===== src/rtl/host_port_consts.svh =====
// offsets, field positions, reset values and lane counts of the host port
// assumes inclusion by bare name from the host port design files
`ifndef HOST_PORT_CONSTS_SVH
`define HOST_PORT_CONSTS_SVH

// host address word selects, taken from address bits [4:2]
`define WSEL_INDEX0    3'h0
`define WSEL_DATA0     3'h1
`define WSEL_INDEX1    3'h2
`define WSEL_DATA1     3'h3
`define WSEL_INDEX2    3'h4
`define WSEL_DATA2     3'h5
`define WSEL_BYPASS    3'h6
`define WSEL_CONFIG    3'h7

// host pin widths
`define HOST_ADDR_W    5
`define HOST_DATA_W    16

// conversion channel of direct fifo access (fifo select pin or bypass address)
`define FIFO_CHAN      2'h3

// index register reset value, doubles as a byte order probe
`define INDEX_RESET    16'h1234

// lanes that complete one dword in 16-bit and in 8-bit mode
`define LANES_WIDE     3'h2
`define LANES_BYTE     3'h4

// endianness field positions in the configuration byte
`define CFG_ENDIAN_LSB 0
`define CFG_ENDIAN_W   4

`endif


===== src/rtl/host_port_pkg.sv =====
// types shared by the host port design files
// assumes host_port_consts.svh is on the include path
`include "host_port_consts.svh"

package host_port_pkg;

    // host bus cycle tracking
    typedef enum logic [2:0] {
        ST_IDLE    = 3'b000,
        ST_READ    = 3'b001,
        ST_WRITE   = 3'b010,
        ST_RD_SKIP = 3'b011,
        ST_WR_SKIP = 3'b100
    } cycle_state_type;

    // host pins as seen after synchronisation, active high
    typedef struct packed {
        logic                      cs;
        logic                      rd;
        logic                      wr;
        logic                      bus_enable_strobe;
        logic                      rdWr;
        logic                      fifo_direct_select;
        logic [`HOST_ADDR_W-1:0]   addr;
        logic [`HOST_DATA_W-1:0]   data;
    } host_pins_type;

    // one 32-bit internal write
    typedef struct packed {
        logic        fifo;
        logic [15:0] addr;
        logic [31:0] data;
    } int_wr_type;

    // internal read selection
    typedef struct packed {
        logic        fifo;
        logic [15:0] addr;
    } int_rd_type;

endpackage


===== src/rtl/pin_sync3.sv =====
// three-stage synchroniser for asynchronous host pins
// assumes pins idle low; a change is taken once stages two and three agree
module pin_sync3 #(
    parameter int W = 1
) (
    input  wire logic         clk,
    input  wire logic         rst,
    input  wire logic [W-1:0] raw,
    output logic      [W-1:0] stable
);

    for (genvar gi = 0; gi < W; gi++) begin : g_bit
        logic s1;
        logic s2;
        logic s3;

        // stage one feeds only stage two, so no logic sees a metastable value
        always_ff @(posedge clk) begin
            if (rst) begin
                s1 <= 1'b0;
                s2 <= 1'b0;
                s3 <= 1'b0;
            end else begin
                s1 <= raw[gi];
                s2 <= s1;
                s3 <= s2;
            end
        end

        // agreement filter drops single-cycle glitches
        always_ff @(posedge clk) begin
            if (rst) begin
                stable[gi] <= 1'b0;
            end else if (s2 == s3) begin
                stable[gi] <= s3;
            end
        end
    end

endmodule


===== src/rtl/dword_lane_unit.sv =====
// narrow-to-dword conversion for one data register or for direct fifo access
// assumes the caller pulses wrPulse/rdPulse on trailing edges and gives byte positions
`include "host_port_consts.svh"

module dword_lane_unit (
    input  wire logic        clk,
    input  wire logic        rst,
    input  wire logic        clear,
    input  wire logic        wide,
    input  wire logic        wrPulse,
    input  wire logic        rdPulse,
    input  wire logic [1:0]  pos,
    input  wire logic [15:0] hostData,
    output logic      [31:0] merged,
    output logic             wrLast,
    output logic             rdLast,
    output logic             lock
);

    logic [2:0]  wrCount;
    logic [2:0]  rdCount;
    logic [2:0]  target;
    logic [31:0] assembly;

    // two lanes in 16-bit mode, four in 8-bit mode
    assign target = wide ? `LANES_WIDE : `LANES_BYTE;
    assign wrLast = (wrCount + 3'h1) == target;
    assign rdLast = (rdCount + 3'h1) == target;

    // assembly register with the current lane patched in
    always_comb begin
        merged = assembly;
        if (wide) begin
            if (pos[1]) merged[31:16] = hostData;
            else        merged[15:0]  = hostData;
        end else begin
            case (pos)
                2'h0:    merged[7:0]   = hostData[7:0];
                2'h1:    merged[15:8]  = hostData[7:0];
                2'h2:    merged[23:16] = hostData[7:0];
                default: merged[31:24] = hostData[7:0];
            endcase
        end
    end

    // write lane counter; repeated lanes are not detected, the count just runs
    always_ff @(posedge clk) begin
        if (rst || clear) begin
            wrCount <= 3'h0;
        end else if (wrPulse) begin
            wrCount <= wrLast ? 3'h0 : wrCount + 3'h1;
        end
    end

    // assembly restarts empty after each completed dword
    always_ff @(posedge clk) begin
        if (rst) begin
            assembly <= 32'h0;
        end else if (wrPulse) begin
            assembly <= wrLast ? 32'h0 : merged;
        end
    end

    // read lane counter, independent of the write side
    always_ff @(posedge clk) begin
        if (rst || clear) begin
            rdCount <= 3'h0;
        end else if (rdPulse) begin
            rdCount <= rdLast ? 3'h0 : rdCount + 3'h1;
        end
    end

    // lock spans first to last lane; power drop releases it at once
    always_ff @(posedge clk) begin
        if (rst || clear) begin
            lock <= 1'b0;
        end else if (rdPulse) begin
            lock <= ~rdLast;
        end
    end

endmodule


===== src/rtl/host_bus_port.sv =====
// host bus port: 8/16-bit indexed host access to 32-bit internal registers
// assumes active-high host strobes, static mode inputs and a same-clock power state
`include "host_port_consts.svh"

module host_bus_port
    import host_port_pkg::*;
(
    input  wire logic                    clk,
    input  wire logic                    rst,
    input  wire logic                    csPin,
    input  wire logic                    rdPin,
    input  wire logic                    wrPin,
    input  wire logic                    enbPin,
    input  wire logic                    rdWrPin,
    input  wire logic                    fifoSelPin,
    input  wire logic [`HOST_ADDR_W-1:0] addrPin,
    input  wire logic [`HOST_DATA_W-1:0] dataIn,
    output logic      [`HOST_DATA_W-1:0] dataOut,
    output logic                         dataOe,
    input  wire logic                    enbMode,
    input  wire logic                    wideMode,
    input  wire logic                    fullPower,
    input  wire logic                    initDone,
    input  wire logic [31:0]             intRdData,
    output int_wr_type                   wrReq,
    output logic                         wrStrobe,
    output int_rd_type                   rdReq,
    output logic                         rdActive,
    output logic                         rdPop,
    output logic                         liveHold,
    output logic      [3:0]              laneLock
);

    host_pins_type   rawPins;
    host_pins_type   pins;
    cycle_state_type state;
    logic            cycRd;
    logic            cycWr;
    logic            armed;
    logic [3:0]      endian;
    logic [3:0][15:0] indexReg;

    // start-of-cycle decode from live pins
    logic [2:0]  wsel;
    logic [1:0]  startChan;
    logic        startData;
    logic        startCfg;
    logic        startBig;
    logic        leadRd;
    logic        leadWr;
    logic        rdTrail;
    logic        wrTrail;

    // values captured at the leading edge
    logic [1:0]  curChan;
    logic        curData;
    logic        curCfg;
    logic [1:0]  curPos;
    logic [15:0] curIndex;

    // per-channel conversion results
    logic [3:0][31:0] merged;
    logic [3:0]       wrLast;
    logic [3:0]       rdLast;
    logic [31:0]      srcWord;

    // byte position inside the little-endian dword for a host address
    function automatic logic [1:0] lanePos(input logic [1:0] a, input logic big,
                                           input logic wide);
        logic [1:0] p;
        p = big ? ~a : a;
        if (wide) begin
            p[0] = 1'b0;
        end
        return p;
    endfunction

    assign rawPins = {csPin, rdPin, wrPin, enbPin, rdWrPin, fifoSelPin, addrPin, dataIn};

    pin_sync3 #(.W($bits(host_pins_type))) u_sync (
        .clk    (clk),
        .rst    (rst),
        .raw    (rawPins),
        .stable (pins)
    );

    // cycle qualifiers for both strobe styles; mode is static
    always_comb begin
        if (enbMode) begin
            cycRd = pins.bus_enable_strobe & pins.rdWr;
            cycWr = pins.bus_enable_strobe & ~pins.rdWr;
        end else begin
            cycRd = pins.cs & pins.rd;
            cycWr = pins.cs & pins.wr;
        end
    end

    // address decode; data n and index n share channel n, bypass and fifo use 3
    always_comb begin
        wsel      = pins.addr[4:2];
        startCfg  = ~pins.fifo_direct_select & (wsel == `WSEL_CONFIG);
        startData = pins.fifo_direct_select | (~startCfg & (wsel[0] | (wsel == `WSEL_BYPASS)));
        startChan = pins.fifo_direct_select ? `FIFO_CHAN : wsel[2:1];
        startBig  = startCfg ? 1'b0 : endian[startChan];
    end

    assign leadRd  = (state == ST_IDLE) & cycRd;
    assign leadWr  = (state == ST_IDLE) & ~cycRd & cycWr;
    assign rdTrail = (state == ST_READ) & ~cycRd & fullPower;
    assign wrTrail = (state == ST_WRITE) & ~cycWr & fullPower;

    // cycle state; skipped cycles run to their own end untouched
    always_ff @(posedge clk) begin
        if (rst) begin
            state <= ST_IDLE;
        end else begin
            case (state)
                ST_IDLE: begin
                    if (cycRd) state <= fullPower ? ST_READ : ST_RD_SKIP;
                    else if (cycWr) state <= (armed && fullPower) ? ST_WRITE : ST_WR_SKIP;
                end
                ST_READ: begin
                    if (!cycRd) state <= ST_IDLE;
                    else if (!fullPower) state <= ST_RD_SKIP;
                end
                ST_WRITE:   if (!cycWr) state <= ST_IDLE;
                ST_RD_SKIP: if (!cycRd) state <= ST_IDLE;
                ST_WR_SKIP: if (!cycWr) state <= ST_IDLE;
                default:    state <= ST_IDLE;
            endcase
        end
    end

    // write gate: armed only by a completed full-power read after init
    always_ff @(posedge clk) begin
        if (rst) begin
            armed <= 1'b0;
        end else if (!fullPower || !initDone) begin
            armed <= 1'b0;
        end else if (rdTrail) begin
            armed <= 1'b1;
        end
    end

    // leading-edge capture of selection, address lane and index contents
    always_ff @(posedge clk) begin
        if (rst) begin
            curChan  <= 2'h0;
            curData  <= 1'b0;
            curCfg   <= 1'b0;
            curPos   <= 2'h0;
            curIndex <= 16'h0;
        end else if (leadRd || leadWr) begin
            curChan  <= startChan;
            curData  <= startData;
            curCfg   <= startCfg;
            curPos   <= lanePos(pins.addr[1:0], startBig, wideMode);
            curIndex <= indexReg[startChan];
        end
    end

    // internal read selection held for the whole read cycle
    always_ff @(posedge clk) begin
        if (rst) begin
            rdReq <= '0;
        end else if (leadRd && fullPower && startData) begin
            rdReq.fifo <= (startChan == `FIFO_CHAN);
            rdReq.addr <= indexReg[startChan];
        end
    end

    // live bits are held from the first cycle of any full-power read
    always_ff @(posedge clk) begin
        if (rst) begin
            liveHold <= 1'b0;
            rdActive <= 1'b0;
        end else if (leadRd) begin
            liveHold <= fullPower;
            rdActive <= fullPower & startData;
        end else if (state != ST_READ || !cycRd || !fullPower) begin
            liveHold <= 1'b0;
            rdActive <= 1'b0;
        end
    end

    // one conversion unit per data register plus direct fifo
    for (genvar c = 0; c < 4; c++) begin : g_chan
        dword_lane_unit u_lane (
            .clk      (clk),
            .rst      (rst),
            .clear    (~fullPower),
            .wide     (wideMode),
            .wrPulse  (wrTrail & curData & (curChan == c)),
            .rdPulse  (rdTrail & curData & (curChan == c)),
            .pos      (curPos),
            .hostData (pins.data),
            .merged   (merged[c]),
            .wrLast   (wrLast[c]),
            .rdLast   (rdLast[c]),
            .lock     (laneLock[c])
        );
    end

    // one 32-bit internal write per completed dword
    always_ff @(posedge clk) begin
        if (rst) begin
            wrStrobe <= 1'b0;
            wrReq    <= '0;
        end else begin
            wrStrobe <= wrTrail & curData & wrLast[curChan];
            if (wrTrail && curData && wrLast[curChan]) begin
                wrReq.fifo <= (curChan == `FIFO_CHAN);
                wrReq.addr <= curIndex;
                wrReq.data <= merged[curChan];
            end
        end
    end

    // internal read pulse on the last lane so change-on-read registers update
    always_ff @(posedge clk) begin
        if (rst) begin
            rdPop <= 1'b0;
        end else begin
            rdPop <= rdTrail & curData & rdLast[curChan];
        end
    end

    // index registers take host lanes directly, no dword assembly
    always_ff @(posedge clk) begin
        if (rst) begin
            indexReg <= {16'h0, `INDEX_RESET, `INDEX_RESET, `INDEX_RESET};
        end else if (wrTrail && !curData && !curCfg && curChan != `FIFO_CHAN) begin
            if (wideMode) begin
                if (!curPos[1]) indexReg[curChan] <= pins.data;
            end else if (curPos == 2'h0) begin
                indexReg[curChan][7:0] <= pins.data[7:0];
            end else if (curPos == 2'h1) begin
                indexReg[curChan][15:8] <= pins.data[7:0];
            end
        end
    end

    // endianness bits are copied into every byte; in 16-bit mode a set copy in either byte sets the bit
    always_ff @(posedge clk) begin
        if (rst) begin
            endian <= 4'h0;
        end else if (wrTrail && curCfg) begin
            endian <= wideMode ? (pins.data[3:0] | pins.data[11:8]) : pins.data[3:0];
        end
    end

    // source dword for the read lane mux
    always_comb begin
        if (curData) srcWord = intRdData;
        else if (curCfg) srcWord = {4{4'h0, endian}};
        else srcWord = {16'h0, curIndex};
    end

    // pins are driven only while a full-power read is active
    always_ff @(posedge clk) begin
        if (rst) begin
            dataOe  <= 1'b0;
            dataOut <= 16'h0;
        end else begin
            dataOe <= (leadRd & fullPower) | ((state == ST_READ) & cycRd & fullPower);
            if (wideMode) dataOut <= curPos[1] ? srcWord[31:16] : srcWord[15:0];
            else begin
                case (curPos)
                    2'h0:    dataOut <= {8'h00, srcWord[7:0]};
                    2'h1:    dataOut <= {8'h00, srcWord[15:8]};
                    2'h2:    dataOut <= {8'h00, srcWord[23:16]};
                    default: dataOut <= {8'h00, srcWord[31:24]};
                endcase
            end
        end
    end
endmodule


===== config.mk =====
export PLATFORM = sky130hd
export DESIGN_NAME = host_bus_port
export DESIGN_NICKNAME = d
export VERILOG_FILES = /design/src/rtl/host_port_pkg.sv /design/src/rtl/pin_sync3.sv /design/src/rtl/dword_lane_unit.sv /design/src/rtl/host_bus_port.sv
export VERILOG_INCLUDE_DIRS = /design/src /design/src/rtl
export SDC_FILE = /design/constraint.sdc
export NUM_CORES = 1
export LEC_CHECK = 0
export BUFFER_PORTS_ARGS = -buffer_cell sky130_fd_sc_hd__buf_2
export CORE_MARGIN = 2
export CORE_UTILIZATION = 60
export DETAILED_ROUTE_END_ITERATION = 8
export GPL_TIMING_DRIVEN = 0
export PLACE_DENSITY = 0.77
export SLEW_MARGIN = 15
export SYNTH_ARGS = -nofsm -noshare
export SYNTH_HDL_FRONTEND = slang
export SYNTH_SLANG_ARGS = --single-unit

===== constraint.sdc =====
create_clock -name clk -period 4.5 [get_ports clk]
set_clock_uncertainty 0.05 [all_clocks]
set_input_delay 0.225 -clock clk [delete_from_list [all_inputs] [get_ports clk]]
set_output_delay 0.225 -clock clk [all_outputs]
set_load 0.02 [all_outputs]

==> flow_metrics.py, run 1 <==
metrics = {
    "global_route": {
        "grt_use_total": 0.3927,
        "antenna_found_initial": 1,
        "grt_pass1_wl_mm": 102.0,
        "grt_start_max_net_pins": 15,
        "gr-total-overflow": 0,
        "grt_pass1_vias": 17910,
    },
    "layout": {
        "multi_input_area_sq_mm": 0.009793,
        "area_delta_synth_final_pct": 16.54,
        "drive_above_1_share": 0.1151,
        "regArea_sq_mm": 0.008909,
        "fin_nets": 2593,
        "nFillCells": 2480,
    },
    "floorplan": {
        "coreArea_sq_mm": 0.03172,
        "chipWidth_microns": 184.1,
        "dieArea_sq_mm": 0.03389,
        "chipHeight_microns": 184.1,
        "initial_core_util": 0.6136,
        "num_io_pins": 156,
        "rows": 65,
    },
    "yosys": {
        "syn_avg_cell_area_sq_um": 8.536,
        "yosysTopAreaCell": "dfxtp_1",
        "netlist_area_sq_mm": 0.01946,
        "synth_nets": 2353,
        "synth_top_area_frac": 0.4578,
        "synth_area_leaders": "dfxtp_1 (46%), nor2_1 (5.8%), nor2b_1 (5.5%), nand2_1 (5.3%), a21oi_1 (4.9%)",
        "synth_cells": 2280,
        "yosysWarnings": 0,
        "ys_types": 63,
        "synth-edff-count": 0,
        "synthFlopType": "dfxtp_1",
        "ys_seq_elements": 445,
        "synth-async-reset-ratio": 0,
        "ys_seq_area_frac": 0.4578,
    },
    "detailed_routing": {
        "drc": 0,
        "firstDrtPassIters": 6,
        "viasPerCell": 6.416,
        "vias": 18980,
        "drt-total-wl_mm": 67.46,
        "wl_per_cell_microns": 22.81,
        "drtIter0Drc": 2663,
        "drtAntennaViolNets": 0,
    },
    "timing": {
        "worst_slew_pin_slew_ps": 1215,
        "report.final.slew_viol_count": 0,
        "max_freq_ghz": 0.2769,
        "fin_crit_sh": 0.8024,
        "min_period_ps": 3611,
        "maxSlewHeadroom": 0.1898,
        "fin_tns_setup_ps": 0,
        "hold_viol": 0,
        "rsz0062_at_grt": "false",
        "setup_violations": 0,
    },
    "worst_hold_path": {
        "min_path_cells": 3,
        "min_path_type": "input port to flop",
        "hp-start": "intRdData[22]",
        "min_to": "dataOut[6]",
    },
    "outcome": {
        "outcome": "complete, no violations",
    },
    "clocking": {
        "clk_latency_ps": 580,
        "cts.path.max_buffers": 3,
        "cts_setup_buffers": 0,
        "cts_tree": "done",
        "post_cts_resized": 0,
        "htree_levels": 2,
        "clk_transition_reported_paths_ps": 60,
        "cts_made_buffers": 45,
        "cts_num_sinks": 445,
        "clock-root-buffer": "clkbuf_16",
    },
    "power_and_ir_drop": {
        "vdd_drop_max_mv": 0.3690,
        "p_total_mw": 8.195,
        "p_leak_nw": 8.302,
        "power.density_mw_per_mm2": 361.3,
    },
    "placed_design": {
        "dp_hpwl_mm": 46.45,
        "port_buffers": 155,
        "place_congestion": 0.9724,
    },
    "setup_path": {
        "cp_slowest_cell": "mux2i_1",
        "required_ps": 4880,
        "crit_path_end_kind": "flop",
        "ff2ff_setup_slack_ps": 890,
        "r2r-start": "g_chan[3].u_lane.wrCount[0]",
        "ff2ff_path_depth": 8,
        "path_class": "flop to flop",
        "worstPathCellList": "ha_1 > or3b_1 > mux2i_1 > nand3_1 > o2111a_1 > clkbuf_1 > nor3_1 > nor3_1",
        "critPathMaxFanout": 10,
        "slowest_delay_ps": 720,
        "worst_path_most_repeated_cell": "nor3_1",
        "start_kind": "flop",
        "arrival_ps": 3990,
        "r2r-end": "wrReq[29]",
    },
    "job": {
        "cap_violations": 0,
    },
}
## synthesized netlist by cell type, drive strengths merged, types with 7 or more instances
cell and n:
a41oi 8, mux4 24, o211a 8, dfxtp 445, nand3b 16, mux2i 80, buf 34, a2bb2oi 8
o221ai 8, xor2 8, a311oi 13, ha 8, xnor2 11, a211oi 39, o211ai 8, a22oi 98
nand2 273, a211o 23, a21oi 191, nor4 13, o22ai 10, nand3 11, o21ai 142, nor3b 16
and2 10, nor3 38, nor2b 170, a22o 18, nor2 303, a32oi 20, and3 7, clkbuf 147
inv 9, nand2b 14, a21boi 10
## worst max-delay path by stage
stage	start	end	slack (ps)	depth (start not counted)
after floorplan	g_chan[3].u_lane.wrCount[0]	wrReq[28]	2000	8
after global placement	g_chan[3].u_lane.wrCount[0]	wrReq[29]	1010	8
after detailed placement	g_chan[3].u_lane.wrCount[0]	wrReq[29]	1000	8
after CTS	g_chan[3].u_lane.wrCount[0]	wrReq[29]	980	8
after global routing	g_chan[0].u_lane.wrCount[0]	wrReq[29]	850	8
final	g_chan[3].u_lane.wrCount[0]	wrReq[29]	890	8
## layout make-up
cell class	instances	share of cell area
buffer	181	0.03200
sequential	445	0.3928
multi-input combinational	1645	0.4318
inverter	9	0.001489
clock inverter	20	0.01131
clock buffer	62	0.05737
tap	402	0.02218
timing repair buffer	193	0.05097
antenna	1	0.0001103
## critical path, delay by kind of cell (launching register included)
kind                       cells  cell delay (ps)
and+or+nand+nor                4             1190
adders and majority gates      1              330
buffers and inverters          1              410
AOI/OAI and AO/OA              1              420
DFF                            1              340
muxes                          1              720
## kinds of logic (layout without fill, tap and decap cells)
logic type / count (synthesis) / in the layout / synth area share
xor+xnor: 19 / 19 / 0.008551
compound gates: 617 / 617 / 0.2026
flops: 445 / 445 / 0.4578
mux: 107 / 107 / 0.07066
simple gates: 894 / 894 / 0.2163
buf+inv: 190 / 465 / 0.03903
fa+ha+maj: 8 / 8 / 0.005144
other cells: 0 / 1 / 0
## cells in the final DEF (no fill, tap or decap), drive strengths merged, types with 18 or more instances in the layout
| master | n |
|---|---|
| a211o | 23 |
| nor2 | 303 |
| dlygate4sd3 | 38 |
| a21oi | 191 |
| a22o | 18 |
| nor2b | 170 |
| nand2 | 273 |
| a22oi | 98 |
| mux2i | 80 |
| a32oi | 20 |
| o21ai | 142 |
| buf | 189 |
| a211oi | 39 |
| nor3 | 38 |
| dfxtp | 445 |
| clkbuf | 209 |
| mux4 | 24 |
## registers in the layout, summed over array words and instances, names as in the netlist, 3 cells and up
register                flops
g_chan.u_lane.assembly    128
indexReg                   64
wrReq                      49
u_sync.g_bit.s1            27
u_sync.g_bit.s2            27
u_sync.g_bit.s3            27
u_sync.stable              27
rdReq                      17
curIndex                   16
dataOut                    16
g_chan.u_lane.rdCount      12
g_chan.u_lane.wrCount      12
endian                      4
g_chan.u_lane.lock          4
state                       3
## layer usage
| layer | routed length (microns) | global-route usage | vias to the layer above |
|---|---|---|---|
| li1 | - | - | 8499 |
| met1 | 26650 | 0.5170 | 9019 |
| met2 | 29470 | 0.6047 | 1215 |
| met3 | 7758 | 0.08615 | 247 |
| met4 | 3586 | 0.2096 | 0 |
| met5 | 0 | 0 | - |
## power by group
part	internal (mW)	total [mW]	leakage, nW	switching (mW)
sequential	3.97	3.98	3.60	0.0112
combinational	0.0924	0.273	3.93	0.180
clock	2.32	3.94	0.770	1.62
## timing repair
action                                  CTS  global route
endpoints found under the hold margin    37             0
endpoints found under the setup margin    0             0
hold buffers                             38             0
## metrics by stage
| stage | instances | hold slack (ps) | worst slack, ps | instance area [sq um] | utilization |
|---|---|---|---|---|---|
| 2_1_floorplan | 2280 | 303.2 | 1999 | 19460 | - |
| 4_1_cts | 2957 | 3.578 | 983.0 | 22680 | 0.7150 |
| 5_1_grt | 2957 | 28.87 | 852.6 | 22680 | 0.7150 |
| 3_3_place_gp | 2837 | 365.3 | 1012 | 20740 | 0.6539 |
| 6_report | 2958 | 13.72 | 889.2 | 22680 | 0.7151 |
| 3_5_place_dp | 2837 | 375.8 | 1001 | 20740 | 0.6539 |
(Power assumes the default switching activity.)
==> run 2, diff against run 1 <==
--- a/config.mk
+++ b/config.mk
@@ -8,10 +8,10 @@
 export LEC_CHECK = 0
 export BUFFER_PORTS_ARGS = -buffer_cell sky130_fd_sc_hd__buf_2
 export CORE_MARGIN = 2
-export CORE_UTILIZATION = 60
+export CORE_UTILIZATION = 54
 export DETAILED_ROUTE_END_ITERATION = 8
 export GPL_TIMING_DRIVEN = 0
-export PLACE_DENSITY = 0.77
+export PLACE_DENSITY = 0.73
 export SLEW_MARGIN = 15
 export SYNTH_ARGS = -nofsm -noshare
 export SYNTH_HDL_FRONTEND = slang
==> constraint.sdc (replaced) <==
create_clock -name clk -period 3.1 [get_ports clk]
set_clock_uncertainty 0.05 [all_clocks]
set_input_delay 0.155 -clock clk [delete_from_list [all_inputs] [get_ports clk]]
set_output_delay 0.155 -clock clk [all_outputs]
set_load 0.02 [all_outputs]
==> flow_metrics.py, run 2 (same netlist as run 1, synthesis figures left out) <==
metrics = {
    "setup_path": {
        "start_kind": "flop",
        "ff2ff_setup_slack_ps": 5,
        "path_class": "flop to flop",
        "crit_path_end_kind": "flop",
        "critPathMaxFanout": 10,
        "arrival_ps": 3490,
        "required_ps": 3490,
    },
    "layout": {
        "regMostFlops": "g_chan.u_lane.assembly",
        "largest_register_ffs": 128,
        "fin_nets": 2615,
        "final_cell_mix": "dfxtp_1 (445), nor2_1 (298), nand2_1 (273), a21oi_1 (191), buf_2 (173)",
        "reg_top3": "g_chan.u_lane.assembly (128), indexReg (64), wrReq (49)",
        "finalInstanceArea_sq_mm": 0.02303,
        "nFillCells": 3090,
        "area_delta_synth_final_pct": 18.32,
        "layout_commonest_cell": "dfxtp_1",
        "drive_above_1_share": 0.1246,
    },
    "detailed_routing": {
        "vias": 19090,
        "drtAntennaViolNets": 0,
        "wl_per_cell_microns": 22.73,
        "drc": 0,
        "drtIter0Drc": 2330,
        "drt-total-wl_mm": 69.11,
        "firstDrtPassIters": 6,
        "viasPerCell": 6.280,
    },
    "timing": {
        "worst_slew_pin_slew_ps": 1203,
        "rsz0062_at_grt": "false",
        "max_freq_ghz": 0.3231,
        "maxSlewHeadroom": 0.1983,
        "hold_viol": 0,
        "fin_tns_setup_ps": 0,
        "min_period_ps": 3095,
        "report.final.slew_viol_count": 0,
        "worst_slack_ps": 4.931,
        "setup_violations": 0,
        "fin_crit_sh": 0.9984,
    },
    "placed_design": {
        "dp_slack_ps": -367.1,
        "place_congestion": 0.9862,
        "dp_hpwl_mm": 47.75,
        "place_area_sq_mm": 0.02081,
        "port_buffers": 155,
    },
    "worst_hold_path": {
        "min_path_type": "input port to flop",
    },
    "floorplan": {
        "chipHeight_microns": 193.8,
        "coreArea_sq_mm": 0.03557,
        "chipWidth_microns": 193.8,
        "num_io_pins": 156,
        "rows": 69,
        "initial_core_util": 0.5471,
        "dieArea_sq_mm": 0.03757,
    },
    "clocking": {
        "cts_num_sinks": 445,
        "cts.path.max_buffers": 3,
        "clk_latency_ps": 600,
        "clk_transition_reported_paths_ps": 70,
        "clock-root-buffer": "clkbuf_16",
        "cts_tree": "done",
        "htree_levels": 2,
        "cts_made_buffers": 47,
    },
    "global_route": {
        "grt_use_total": 0.3536,
        "grt_start_max_net_pins": 14,
        "grt_pass1_vias": 18090,
        "antenna_found_initial": 1,
        "gr-total-overflow": 0,
        "grt_pass1_wl_mm": 103.7,
    },
    "power_and_ir_drop": {
        "p_leak_nw": 8.398,
        "vdd_drop_max_mv": 0.4977,
        "power.density_mw_per_mm2": 510.5,
    },
    "outcome": {
        "outcome": "complete, no violations",
    },
    "job": {
        "cap_violations": 0,
    },
}
## run 2: cell types whose count changed in the layout (fill, tap and decap cells not counted), sizes merged
| cell | before | now |
|---|---|---|
| clkinvlp | 2 | 0 |
| clkinv | 12 | 9 |
| bufinv | 5 | 1 |
| diode | 1 | 2 |
| clkbuf | 209 | 220 |
| buf | 189 | 198 |
| dlygate4sd3 | 38 | 49 |
## run 2: layer usage
layer	track usage	part of all wire	vias to the layer above
met2	0.5519	0.44	1202
met1	0.4486	0.39	9040
met5	0	0	-
met4	0.2043	0.060	0
met3	0.08506	0.11	299
li1	-	-	8549
## run 2: critical path, cell delays in order (launching register included)
cell and delay, ps:
dfxtp_1 470, clkbuf_1 480, clkbuf_1 540, nand2_1 340, clkbuf_1 390, o211a_1 320
nor3_1 280, nor3_1 70
## run 2: final timing paths
kind / start / to / depth (start not counted)
setup / recovery: curPos[1] / wrReq[28] / 7
hold / removal: intRdData[6] / dataOut[6] / 4
setup reg to reg: curPos[1] / wrReq[28] / 7
hold reg to reg: u_sync.g_bit[4].s1 / u_sync.g_bit[4].s2 / 1
## run 2: layout make-up
cell class / count / area [sq um] / area share
multi-input combinational: 1645 / 9892 / 0.4296
sequential: 445 / 8909 / 0.3869
clock buffer: 73 / 1404 / 0.06097
timing repair buffer: 214 / 1354 / 0.05879
buffer: 180 / 732.0 / 0.03179
tap: 461 / 576.8 / 0.02505
clock inverter: 11 / 120.1 / 0.005217
inverter: 9 / 33.78 / 0.001467
antenna: 2 / 5.005 / 0.0002174
## run 2: stage by stage
stage / util / hold WS, ps / total power, mW / std cells
detailed placement: 0.5852 / 316.7 / 6.251 / 2896
finish: 0.6474 / 47.69 / 11.76 / 3040
floorplan: - / 233.2 / 6.094 / 2280
global route: 0.6473 / 73.39 / 12.03 / 3039
CTS: 0.6442 / 30.08 / 11.76 / 3033
global placement: 0.5852 / 310.7 / 6.246 / 2896
## run 2: where the power goes
| part | switching, mW | internal [mW] | leakage (nW) | total, mW |
|---|---|---|---|---|
| sequential | 0.0162 | 5.76 | 3.60 | 5.78 |
| clock | 2.37 | 3.20 | 0.752 | 5.57 |
| combinational | 0.267 | 0.141 | 4.05 | 0.408 |
| total | 2.65 | 9.11 | 8.40 | 11.8 |
## run 2: timing repair
item | CTS | global route
endpoints found under the hold margin | 47 | 0
pin swaps | 1 | 2
gates resized for setup | 8 | 26
hold buffers | 49 | 0
buffers inserted | 4 | 6
endpoints found under the setup margin | 65 | 78
